## config.mk

```make
export PLATFORM = sky130hd
export DESIGN_NAME = ebct_core
export DESIGN_NICKNAME = d
export VERILOG_FILES = /design/src/ebct_pkg.sv /design/src/ebct_core.sv
export VERILOG_INCLUDE_DIRS = /design/src
export SDC_FILE = /design/constraint.sdc
export NUM_CORES = 1
export LEC_CHECK = 0
export ABC_AREA = 1
export BUFFER_PORTS_ARGS = -buffer_cell sky130_fd_sc_hd__buf_4
export CORE_AREA = 2 2 101 103
export CTS_CLUSTER_SIZE = 8
export DETAILED_ROUTE_END_ITERATION = 8
export DIE_AREA = 0 0 103 105
export PLACE_DENSITY = 0.87
export SLEW_MARGIN = 25
export SYNTH_ARGS = -nofsm -noshare
export SYNTH_HDL_FRONTEND = slang
export SYNTH_SLANG_ARGS = --single-unit
export TNS_END_PERCENT = 1
```

## constraint.sdc

```tcl
create_clock -name pclk -period 4.6 [get_ports pclk]
set_clock_uncertainty 0.05 [all_clocks]
set_input_delay 0.23 -clock pclk [delete_from_list [all_inputs] [get_ports pclk]]
set_output_delay 0.23 -clock pclk [all_outputs]
set_load 0.005 [all_outputs]
```

## src/ebct_params.svh

```systemverilog
// Offsets, field positions, reset values and timing counts for the bus timing block
`ifndef EBCT_PARAMS_SVH
`define EBCT_PARAMS_SVH
`define EBCT_ADDR_STATUS 6'h30
`define EBCT_IDX_LAT_DLY 4'h0
`define EBCT_IDX_LAT_WID 4'h1
`define EBCT_IDX_GAP_A 4'h2
`define EBCT_IDX_NCMD 4'h3
`define EBCT_IDX_NWAIT 4'h4
`define EBCT_IDX_WIO_WAIT 4'h5
`define EBCT_IDX_WMEM_CMD 4'h6
`define EBCT_IDX_WMEM_WAIT 4'h7
`define EBCT_IDX_ZW_MIN 4'h8
`define EBCT_IDX_GAP_B 4'hB
`define EBCT_IDX_LAST 4'hC
`define EBCT_CFG_RESET {4'h0, 4'h0, 4'h0, 4'h0, 4'h0, 4'h1, 4'h0, 4'h1, 4'h4, 4'h1, 4'h0, 4'h1, 4'h0}
`define EBCT_ST_BUSY 0
`define EBCT_ST_WIDE 1
`define EBCT_ST_ZW_END 2
`define EBCT_ST_EXTENDED 3
`define EBCT_PIN_LATCH 0
`define EBCT_PIN_MEM 1
`define EBCT_PIN_MEMCS 2
`define EBCT_PIN_IOCS 3
`define EBCT_PIN_RDY 4
`define EBCT_PIN_ZW 5
`define EBCT_PCLK_FALL 2'h1
`define EBCT_PCLK_MID 2'h3
`define EBCT_PINS_IDLE 6'h3C
`endif

```

## src/ebct_pkg.sv

```systemverilog
// Types for the expansion bus cycle timing block
package ebct_pkg;
  typedef enum logic [1:0] {ST_IDLE, ST_DLY, ST_ADDR, ST_WAIT} ebct_state_e;
  typedef struct packed {
    logic psel;
    logic penable;
    logic pwrite;
    logic [5:0] paddr;
    logic [31:0] pwdata;
  } ebct_apb_req_s;
  typedef struct packed {
    logic pready;
    logic pslverr;
    logic [31:0] prdata;
  } ebct_apb_rsp_s;
  typedef struct packed {
    logic latch_strobe;
    logic cycle_is_mem;
    logic wide_mem_select_n;
    logic wide_io_select_n;
    logic channel_ready;
    logic zero_wait_request_n;
  } ebct_pins_s;
  typedef struct packed {
    logic processor_clock;
    logic bus_latch;
    logic command_n;
    logic cycle_done;
    logic cycle_wide;
  } ebct_bus_out_s;
  typedef struct packed {
    logic [1:0] div;
    logic [5:0] s1;
    logic [5:0] s2;
    logic latch_q;
    ebct_state_e st;
    logic is_mem;
    logic dec;
    logic wide;
    logic [4:0] tcnt;
    logic [4:0] wcnt;
    logic rdy_q;
    logic zw_hit;
    logic bale;
    logic cmd;
    logic done;
    logic zw_end;
    logic extended;
    logic [12:0][3:0] cfg;
    logic [31:0] prdata;
  } ebct_reg_s;
endpackage : ebct_pkg

```

## src/ebct_core.sv

```systemverilog
// Expansion bus cycle timing: latch strobe, command delay and wait-state control
`timescale 1ns/10ps
`include "ebct_params.svh"

// Functional notes
// RULE_01: Sample zero-wait mid wait state, bus cycles only
// RULE_02: Zero-wait ends cycle after minimum waits elapsed
// RULE_03: Wide memory select judged only in memory cycles
// RULE_04: Wide I/O select judged only in I/O cycles
// RULE_05: Sample channel ready at each t-state end
// RULE_06: Adapter holds ready low one t-state early
// RULE_07: Outputs change at processor clock falling edge
// RULE_08: Latch strobe delayed and widened by settings
// RULE_09: Separate command delays for narrow and wide memory
// RULE_10: Three wait settings by cycle type
// RULE_11: High-speed switch: latch delay written last
// RULE_12: Low-speed switch: narrow waits written last
// RULE_13: Recommended settings for sixteen megahertz clock
// RULE_14: Recommended settings for eight megahertz clock
// RULE_15: Early parts: widen latch strobe one clock
// RULE_16: Ready low keeps adding t-states until high
// RULE_17: Otherwise end after exactly programmed wait count
module ebct_core (
  // Clock and reset
  input wire logic pclk,
  input wire logic presetn,
  // Register bus
  input wire ebct_pkg::ebct_apb_req_s apb_req,
  output ebct_pkg::ebct_apb_rsp_s apb_rsp,
  // Expansion bus pins
  input wire ebct_pkg::ebct_pins_s pins,
  output ebct_pkg::ebct_bus_out_s bus_out
);
  import ebct_pkg::*;

  ebct_reg_s r;
  ebct_reg_s n;
  logic fall;
  logic mid;
  logic [4:0] tcnt_n;
  logic [4:0] wcnt_n;
  logic [3:0] lim;
  logic [3:0] cmd_dly;
  logic [3:0] dec_at;
  logic [3:0] idx;
  logic mapped;
  logic apb_wr;

  assign idx = apb_req.paddr[5:2];
  assign mapped = (apb_req.paddr == `EBCT_ADDR_STATUS) ||
                  ((apb_req.paddr[1:0] == 2'h0) && (idx <= `EBCT_IDX_LAST) &&
                   (idx != `EBCT_IDX_GAP_A) && (idx != `EBCT_IDX_GAP_B));
  assign apb_wr = apb_req.psel && apb_req.penable && apb_req.pwrite;
  assign apb_rsp.pready = 1'b1;
  assign apb_rsp.pslverr = apb_req.psel && apb_req.penable && !mapped;
  assign apb_rsp.prdata = r.prdata;

  assign bus_out.processor_clock = !r.div[1];
  assign bus_out.bus_latch = r.bale;
  assign bus_out.command_n = !r.cmd;
  assign bus_out.cycle_done = r.done;
  assign bus_out.cycle_wide = r.wide;

  assign fall = (r.div == `EBCT_PCLK_FALL);
  assign mid = (r.div == `EBCT_PCLK_MID);
  assign tcnt_n = (r.tcnt == 5'h1F) ? r.tcnt : r.tcnt + 5'h01;
  assign wcnt_n = (r.wcnt == 5'h1F) ? r.wcnt : r.wcnt + 5'h01;

  // Wait-state count by cycle type
  always_comb begin
    if (!r.wide) begin
      lim = r.cfg[`EBCT_IDX_NWAIT]; // RULE_10
    end else if (r.is_mem) begin
      lim = r.cfg[`EBCT_IDX_WMEM_WAIT]; // RULE_10
    end else begin
      lim = r.cfg[`EBCT_IDX_WIO_WAIT]; // RULE_10
    end
  end

  // Command delay by cycle width for memory; I/O cycles use the narrow delay
  always_comb begin
    if (r.is_mem && r.wide) begin
      cmd_dly = r.cfg[`EBCT_IDX_WMEM_CMD]; // RULE_09
    end else begin
      cmd_dly = r.cfg[`EBCT_IDX_NCMD]; // RULE_09
    end
  end

  // Memory size is judged at the earlier of wide command fall or strobe fall
  always_comb begin
    if (r.cfg[`EBCT_IDX_WMEM_CMD] < r.cfg[`EBCT_IDX_LAT_WID]) begin
      dec_at = r.cfg[`EBCT_IDX_WMEM_CMD]; // RULE_03
    end else begin
      dec_at = r.cfg[`EBCT_IDX_LAT_WID]; // RULE_03
    end
  end

  always_comb begin
    n = r;
    n.done = 1'b0;
    n.div = r.div + 2'h1;
    n.s1 = {pins.zero_wait_request_n, pins.channel_ready, pins.wide_io_select_n,
            pins.wide_mem_select_n, pins.cycle_is_mem, pins.latch_strobe};
    n.s2 = r.s1;
    // Zero-wait request taken at the middle of a wait state
    if (mid && (r.st == ST_WAIT) && !r.s2[`EBCT_PIN_ZW] &&
        (r.wcnt >= {1'b0, r.cfg[`EBCT_IDX_ZW_MIN]})) begin
      n.zw_hit = 1'b1; // RULE_01 RULE_02
    end
    // Latch strobe, command and width outputs move on the tick where the processor clock falls
    if (fall) begin // RULE_07
      n.rdy_q = r.s2[`EBCT_PIN_RDY]; // RULE_05
      n.latch_q = r.s2[`EBCT_PIN_LATCH];
      if ((r.st == ST_ADDR) || (r.st == ST_WAIT)) begin
        n.tcnt = tcnt_n;
        if (tcnt_n >= {1'b0, r.cfg[`EBCT_IDX_LAT_WID]}) begin
          n.bale = 1'b0; // RULE_08
        end
      end
      case (r.st)
        ST_IDLE: begin
          if (r.s2[`EBCT_PIN_LATCH] && !r.latch_q) begin
            n.is_mem = r.s2[`EBCT_PIN_MEM];
            n.tcnt = 5'h00;
            n.wcnt = 5'h00;
            n.dec = 1'b0;
            n.wide = 1'b0;
            n.zw_hit = 1'b0;
            n.zw_end = 1'b0;
            n.extended = 1'b0;
            n.st = ST_DLY;
          end
        end
        ST_DLY: begin
          if (r.tcnt >= {1'b0, r.cfg[`EBCT_IDX_LAT_DLY]}) begin
            n.bale = 1'b1; // RULE_08
            n.tcnt = 5'h00;
            n.st = ST_ADDR;
          end else begin
            n.tcnt = tcnt_n;
          end
        end
        ST_ADDR: begin
          if (r.is_mem) begin
            if (!r.dec && (tcnt_n >= {1'b0, dec_at})) begin
              n.dec = 1'b1;
              n.wide = !r.s2[`EBCT_PIN_MEMCS]; // RULE_03
            end
            if ((r.dec || n.dec) && (tcnt_n >= {1'b0, n.wide ?
                r.cfg[`EBCT_IDX_WMEM_CMD] : r.cfg[`EBCT_IDX_NCMD]})) begin
              n.cmd = 1'b1; // RULE_09
              n.st = ST_WAIT;
            end
          end else if (tcnt_n >= {1'b0, r.cfg[`EBCT_IDX_NCMD]}) begin
            n.wide = !r.s2[`EBCT_PIN_IOCS]; // RULE_04
            n.cmd = 1'b1; // RULE_09
            n.st = ST_WAIT;
          end
        end
        ST_WAIT: begin
          n.wcnt = wcnt_n;
          if (r.zw_hit || ((wcnt_n > {1'b0, lim}) && r.rdy_q)) begin
            n.cmd = 1'b0; // RULE_17 RULE_02
            n.bale = 1'b0;
            n.done = 1'b1;
            n.zw_end = r.zw_hit;
            n.st = ST_IDLE;
          end else if ((wcnt_n > {1'b0, lim}) && !r.rdy_q) begin
            n.extended = 1'b1; // RULE_16 RULE_06
          end
        end
        default: begin
          n.st = ST_IDLE;
        end
      endcase
    end
    // Register file; status read shows the cycle engine
    if (apb_req.psel && !apb_req.penable) begin
      n.prdata = 32'h0000_0000;
      if (apb_req.paddr == `EBCT_ADDR_STATUS) begin
        n.prdata[`EBCT_ST_BUSY] = (r.st != ST_IDLE);
        n.prdata[`EBCT_ST_WIDE] = r.wide;
        n.prdata[`EBCT_ST_ZW_END] = r.zw_end;
        n.prdata[`EBCT_ST_EXTENDED] = r.extended;
      end else if (mapped) begin
        n.prdata[3:0] = r.cfg[idx];
      end
    end
    if (apb_wr && mapped && (apb_req.paddr != `EBCT_ADDR_STATUS)) begin
      n.cfg[idx] = apb_req.pwdata[3:0];
    end
  end

  always_ff @(posedge pclk or negedge presetn) begin
    if (!presetn) begin
      r <= '0;
      r.st <= ST_IDLE;
      r.rdy_q <= 1'b1;
      // Synchronisers start at the idle pin levels so no false request follows reset
      r.s1 <= `EBCT_PINS_IDLE;
      r.s2 <= `EBCT_PINS_IDLE;
      r.cfg <= `EBCT_CFG_RESET; // RULE_14
    end else begin
      r <= n;
    end
  end
endmodule : ebct_core

```

======== Word-level counts from Yosys, hierarchy flattened ========
Cells that the tools add are included.
cells by class
  add/sub/neg operators ................... 3
  mux-type cells .......................... 50
  equality and inequality tests ........... 19
  magnitude comparators ................... 11
  reduce and logical (&&, ||, !) cells .... 46
operator list
  kind                                                                      number
  52-bit bitwise mux                                                        1
  4-bit two-way mux                                                         9
  5-bit by 4-bit >= comparator with 1-bit output                            6
  2-bit two-way mux                                                         10
  5-bit two-way mux                                                         4
  5-bit case mux with 2 select lines                                        2
  1-bit logical AND                                                         18
  4-bit binary-select mux with 4-bit select                                 1
  4-bit demux with 4-bit select                                             1
  1-bit two-way mux                                                         15
  15-bit two-way mux                                                        1
  4-bit AND reduction                                                       3
  5-bit by 1-bit adder with 5-bit output (second input constant)            2
  5-bit equality test (second input constant)                               2
  1-bit logical NOT                                                         10
  5-bit AND reduction                                                       2
  2-bit inequality test (second input constant)                             4
  2-bit case mux with 2 select lines                                        2
  2-bit case mux with 4 select lines                                        1
  2-bit nonzero test                                                        4
  2-bit equality test (second input constant)                               3
  6-bit equality test (second input constant)                               1
  6-bit two-way mux                                                         1
  3-bit by 2-bit inequality test with 1-bit output (second input constant)  2
  other kinds (16)                                                          24
storage, ports and cells
  bits in registers ....................... 93
  logic and storage cells ................. 160
  input bits .............................. 49
  output and inout bits ................... 39

======== Depth between registers and ports, before layout ========
  depth in word-level cells ............... 15
  mapped depth ............................ 34
  gate-level depth less buffers ........... 34

======== Worst setup path after synthesis ========
No wires, ideal clock.
  path type ............................... reg-to-reg
  start ................................... reg r[97] (netlist bit)
  end ..................................... reg r[104] (netlist bit)
  data required time ...................... 4.484 ns
  cell stages (with the launch flop) ...... 30
  setup slack ............................. 1.253 ns
  clock period less this slack ............ 3.347 ns
  library setup time ...................... 0.066 ns
  data arrival time ....................... 3.231 ns
  path buffers ............................ 0
  path through ............................ dfrtp_1 ha_1 nand3_1 nor2_1 inv_1 o21ai_0 ha_1 nand2_1 nand2_1 nand2_1 nand2_1 nand2_1 nand2_1 nand2_1 nand2_1 nand2_1 nand2_1 o21ai_0 ha_1 o21ai_0 nand2_1 nand2_1 nand2_1 nand2_1 nand2_1 nand2_1 nand2_1 nand3_1 nand2_1 nand2_1
between the ends
  cells in the longest elaborated chain, start to end .. 13
  elaborated cells between the ends (all ways) .. 19
  those cells by class .................... 1 x add/sub; 4 x order compare; 4 x eq/ne; 6 x mux; 4 x reduce/logical
ends and longest elaborated chain
  what                                                                           line              source
  start, declared                                                                ebct_core.sv:36   ebct_reg_s r;
  start signal, assigned                                                         ebct_core.sv:204  r <= n;
  5-bit by 1-bit adder with 5-bit output or 5-bit equality test (tied branches)  ebct_core.sv:66   assign tcnt_n = (r.tcnt == 5'h1F) ? r.tcnt : r.tcnt + 5'h01;
  5-bit two-way mux                                                              ebct_core.sv:66
  5-bit by 4-bit >= comparator with 1-bit output                                 ebct_core.sv:145  if (!r.dec && (tcnt_n >= {1'b0, dec_at})) begin
  1-bit logical AND                                                              ebct_core.sv:145
  2-bit two-way mux                                                              ebct_core.sv:145
  2-bit two-way mux                                                              ebct_core.sv:144  if (r.is_mem) begin
  2-bit two-way mux                                                              ebct_core.sv:120  case (r.st)
  2-bit two-way mux                                                              ebct_core.sv:111  if (fall) begin
  4-bit two-way mux                                                              ebct_core.sv:149  if ((r.dec || n.dec) && (tcnt_n >= {1'b0, n.wide ?
  5-bit by 4-bit >= comparator with 1-bit output                                 ebct_core.sv:149
  1-bit logical AND                                                              ebct_core.sv:149
  3-bit by 2-bit inequality test with 1-bit output (no source line)              -
  6-bit AND reduction (no source line) (*)                                       -
Mark *: on every way between the ends. The rest lies on a longest branch, timed or not. The select of a mux whose other input is x is not followed.
A chain may end at the register's enable or synchronous reset.

======== Worst setup path after layout ========
  start ................................... reg r[37] (netlist bit)
  end ..................................... reg r[105] (netlist bit)
between the ends
  cells in the longest elaborated chain, start to end .. 13
  elaborated cells between the ends (all ways) .. 14
  those cells by class .................... 3 x order compare; 1 x eq/ne; 6 x mux; 4 x reduce/logical
ends and longest elaborated chain
  what                                                                   line              source
  4-bit less-than comparator                                             ebct_core.sv:91   if (r.cfg[`EBCT_IDX_WMEM_CMD] < r.cfg[`EBCT_IDX_LAT_WID]) begin
  4-bit two-way mux (*)                                                  ebct_core.sv:91
  5-bit by 4-bit >= comparator with 1-bit output (*)                     ebct_core.sv:145
  1-bit logical AND (*)                                                  ebct_core.sv:145
  2-bit two-way mux (*)                                                  ebct_core.sv:145
  2-bit two-way mux (*)                                                  ebct_core.sv:144
  2-bit two-way mux (*)                                                  ebct_core.sv:120
  2-bit two-way mux (*)                                                  ebct_core.sv:111
  4-bit two-way mux                                                      ebct_core.sv:149
  5-bit by 4-bit >= comparator with 1-bit output                         ebct_core.sv:149
  1-bit logical AND (*)                                                  ebct_core.sv:149
  3-bit by 2-bit inequality test with 1-bit output (no source line) (*)  -
  6-bit AND reduction (no source line) (*)                               -
Marks and branches as above.

==> metrics.txt <==
result of the run finished clean; leak pwr 2.976 nW; Post-DP Area 5629 um^2; Cell Rows 36; R2R setup slack 610 ps; syn avg cell area 8.182 um^2; most common cell after layout, fill and taps aside nand2_1; crit path time final 3987 ps; Finish-stage setup viols 0; die width 103 um; cell repeated most along the worst path nand2_1; worst reg2reg path endpoint r[105]; Post-synth ARST share 1.000; Main synth FF type dfrtp_1; Initial Utilization 0.5670; hold buffers post-CTS 6; gr usage total 0.2514; number of inserted diodes 0; Gate Count Post-Synth 668; Synth-to-Final Area Change 8.150%; post-place setup slack 708.7 ps; Worst Hold Path Cells 4; flops & latches, synth 89; setup tns final 0 ps; Max Root-Sink Buffers 2; post-route cell area 5911 um^2; Yosys cell types 42; VDD IR max 0.0003348 V; Max Cap Violations 0; startpoint types flop; post-CTS resize count 0; Iter 0 DRT Violations 317; total CTS buffers 9; Post-CTS Setup Bufs 0; crit path DAT 4250 ps; Layout Nets 784; Worst R2R Start r[37]; Setup crit start r[37]; worst-skew pair later-pin latency 370 ps; CP Data Required Time 4860 ps; leading cell types in the layout, fill and taps excluded nand2_1, inv_1, dfrtp_1, ha_1, o21ai_1; setup ws final 612.5 ps; htree depth 3; CTS sink cnt 89; Hold/Removal Path Class in -> reg; CTS tree done; IO Port Bufs 30; CP Class reg -> reg; Hold Path End apb_rsp[2]; Congestion Overflow GR 0; cells on worst reg2reg path 30; RSZ-0062 raised after global routing no; max incr delay on CP 390 ps; # DRC 0; Clk pin slew, worst setup/hold paths 100 ps; largest net degree at the start of global routing 90; fraction of layout cells with a size suffix above 1 0.1230; ANT nets after route 0; initial antenna violation count 0; die height 105 um; Slew @ Worst Pin 791.1 ps; DP Wirelength 9.336 mm; post-DR wirelength/cell 15.21 um; max frequency 250.8 MHz; Detailed Route WL 12.65 mm; DRT Pass-1 Iters 5; CTS root buffer clkbuf_8; Post-synth EDFFs 0; Die Footprint 10820 um^2; max-slew violations 0; Vias 4581; Period Utilization, post-route 0.8668; pwr dens 432.5 nW/um^2; Critical Path Sink Type flop; Seq/Total Area, Yosys 0.4107; worst rel slew slack 0.4721; Critical Path Fanout Max 8; YS warnings 0; Power, Total 2.556 mW; CP max stage cell dfrtp_1; final hold violation count 0; vias in the first global route 4588; mapped cell area 5465 um^2; IO Pins 88; Core ar. 9639 um^2; first-pass GRT wire length 21.44 mm; startpoint of the worst hold path apb_req[39]; GP Congestion 0.9271; number of vias per cell 5.506
Yosys cell counts, types with 3 or more instances:
master / instances / area [um^2]
nand2_1: 154 / 578.1
inv_1: 96 / 360.4
dfrtp_1: 75 / 1877
ha_1: 41 / 513.0
o21ai_1: 40 / 200.2
o21ai_0: 37 / 185.2
buf_4: 36 / 270.3
nor2_1: 34 / 127.6
a21oi_1: 28 / 140.1
nand3_1: 21 / 105.1
dfstp_2: 14 / 367.9
clkbuf_1: 11 / 41.29
nand3_4: 10 / 175.2
nand4_1: 10 / 62.56
nor3_1: 7 / 35.03
o22ai_1: 7 / 43.79
o2111ai_1: 5 / 43.79
a21o_1: 4 / 30.03
a22oi_1: 4 / 30.03
xor2_1: 4 / 35.03
a31oi_1: 3 / 18.77
flip-flops by register name, indices dropped and copies added (netlist names):
register and cells:
r 76, apb_rsp 4, n 6, bus_out 3
how the worst max path moves through the flow:
| stage | slack (ps) | endpoint |
|---|---|---|
| detailed placement | 710 | r[105] |
| global placement | 890 | r[105] |
| floorplan | 1250 | r[104] |
| finish | 610 | r[105] |
| CTS | 670 | r[105] |
| global route | 260 | r[105] |
final cells by class:
cell class                 instances  area (um^2)
fill                             797         3729
multi-input combinational        456         2603
sequential                        89         2245
inverter                          99        375.4
timing repair buffer              39        314.1
tap                              133        166.4
clock buffer                       9        123.9
clock inverter                     7        83.83
critical path: cells and delay by family, from the launching register on:
kind / cells / cell delay (ps)
compound gates: 5 / 890
fa+ha+maj: 3 / 770
buf+inv: 2 / 200
flops: 1 / 390
simple gates: 20 / 1630
metrics by stage:
step | cells | hold WS (ps) | util
after floorplan | 695 | -115.6 | -
after global placement | 809 | 285.8 | 0.5840
after detailed placement | 809 | 285.8 | 0.5840
after CTS | 831 | 48.25 | 0.6118
after global routing | 832 | 217.1 | 0.6132
final | 832 | 184.6 | 0.6132
layer usage:
metal	global-route usage	up-vias	wire (um)
li1	-	2171	-
met5	0	-	0
met3	0.04950	41	808
met4	0.1165	0	412
met2	0.4077	201	6278
met1	0.3200	2168	5151
power by group:
group | leakage (nW) | internal, mW | switching (mW)
clock | 0.103 | 0.262 | 0.307
sequential | 1.15 | 0.866 | 0.0814
combinational | 1.72 | 0.371 | 0.670
total | 2.98 | 1.50 | 1.06
cell families (layout without fill, tap and decap cells):
logic type | after synthesis | count (layout) | share of synthesized area
other | 2 | 29 | 0.001374
xor gates and xnor gates | 4 | 4 | 0.006410
DFF | 89 | 89 | 0.4107
and+or+nand+nor | 248 | 248 | 0.2195
buffers and inverters | 150 | 154 | 0.1316
adders and majority gates | 41 | 41 | 0.09386
AOI/OAI and AO/OA | 134 | 134 | 0.1364
(Power assumes the default switching activity.)
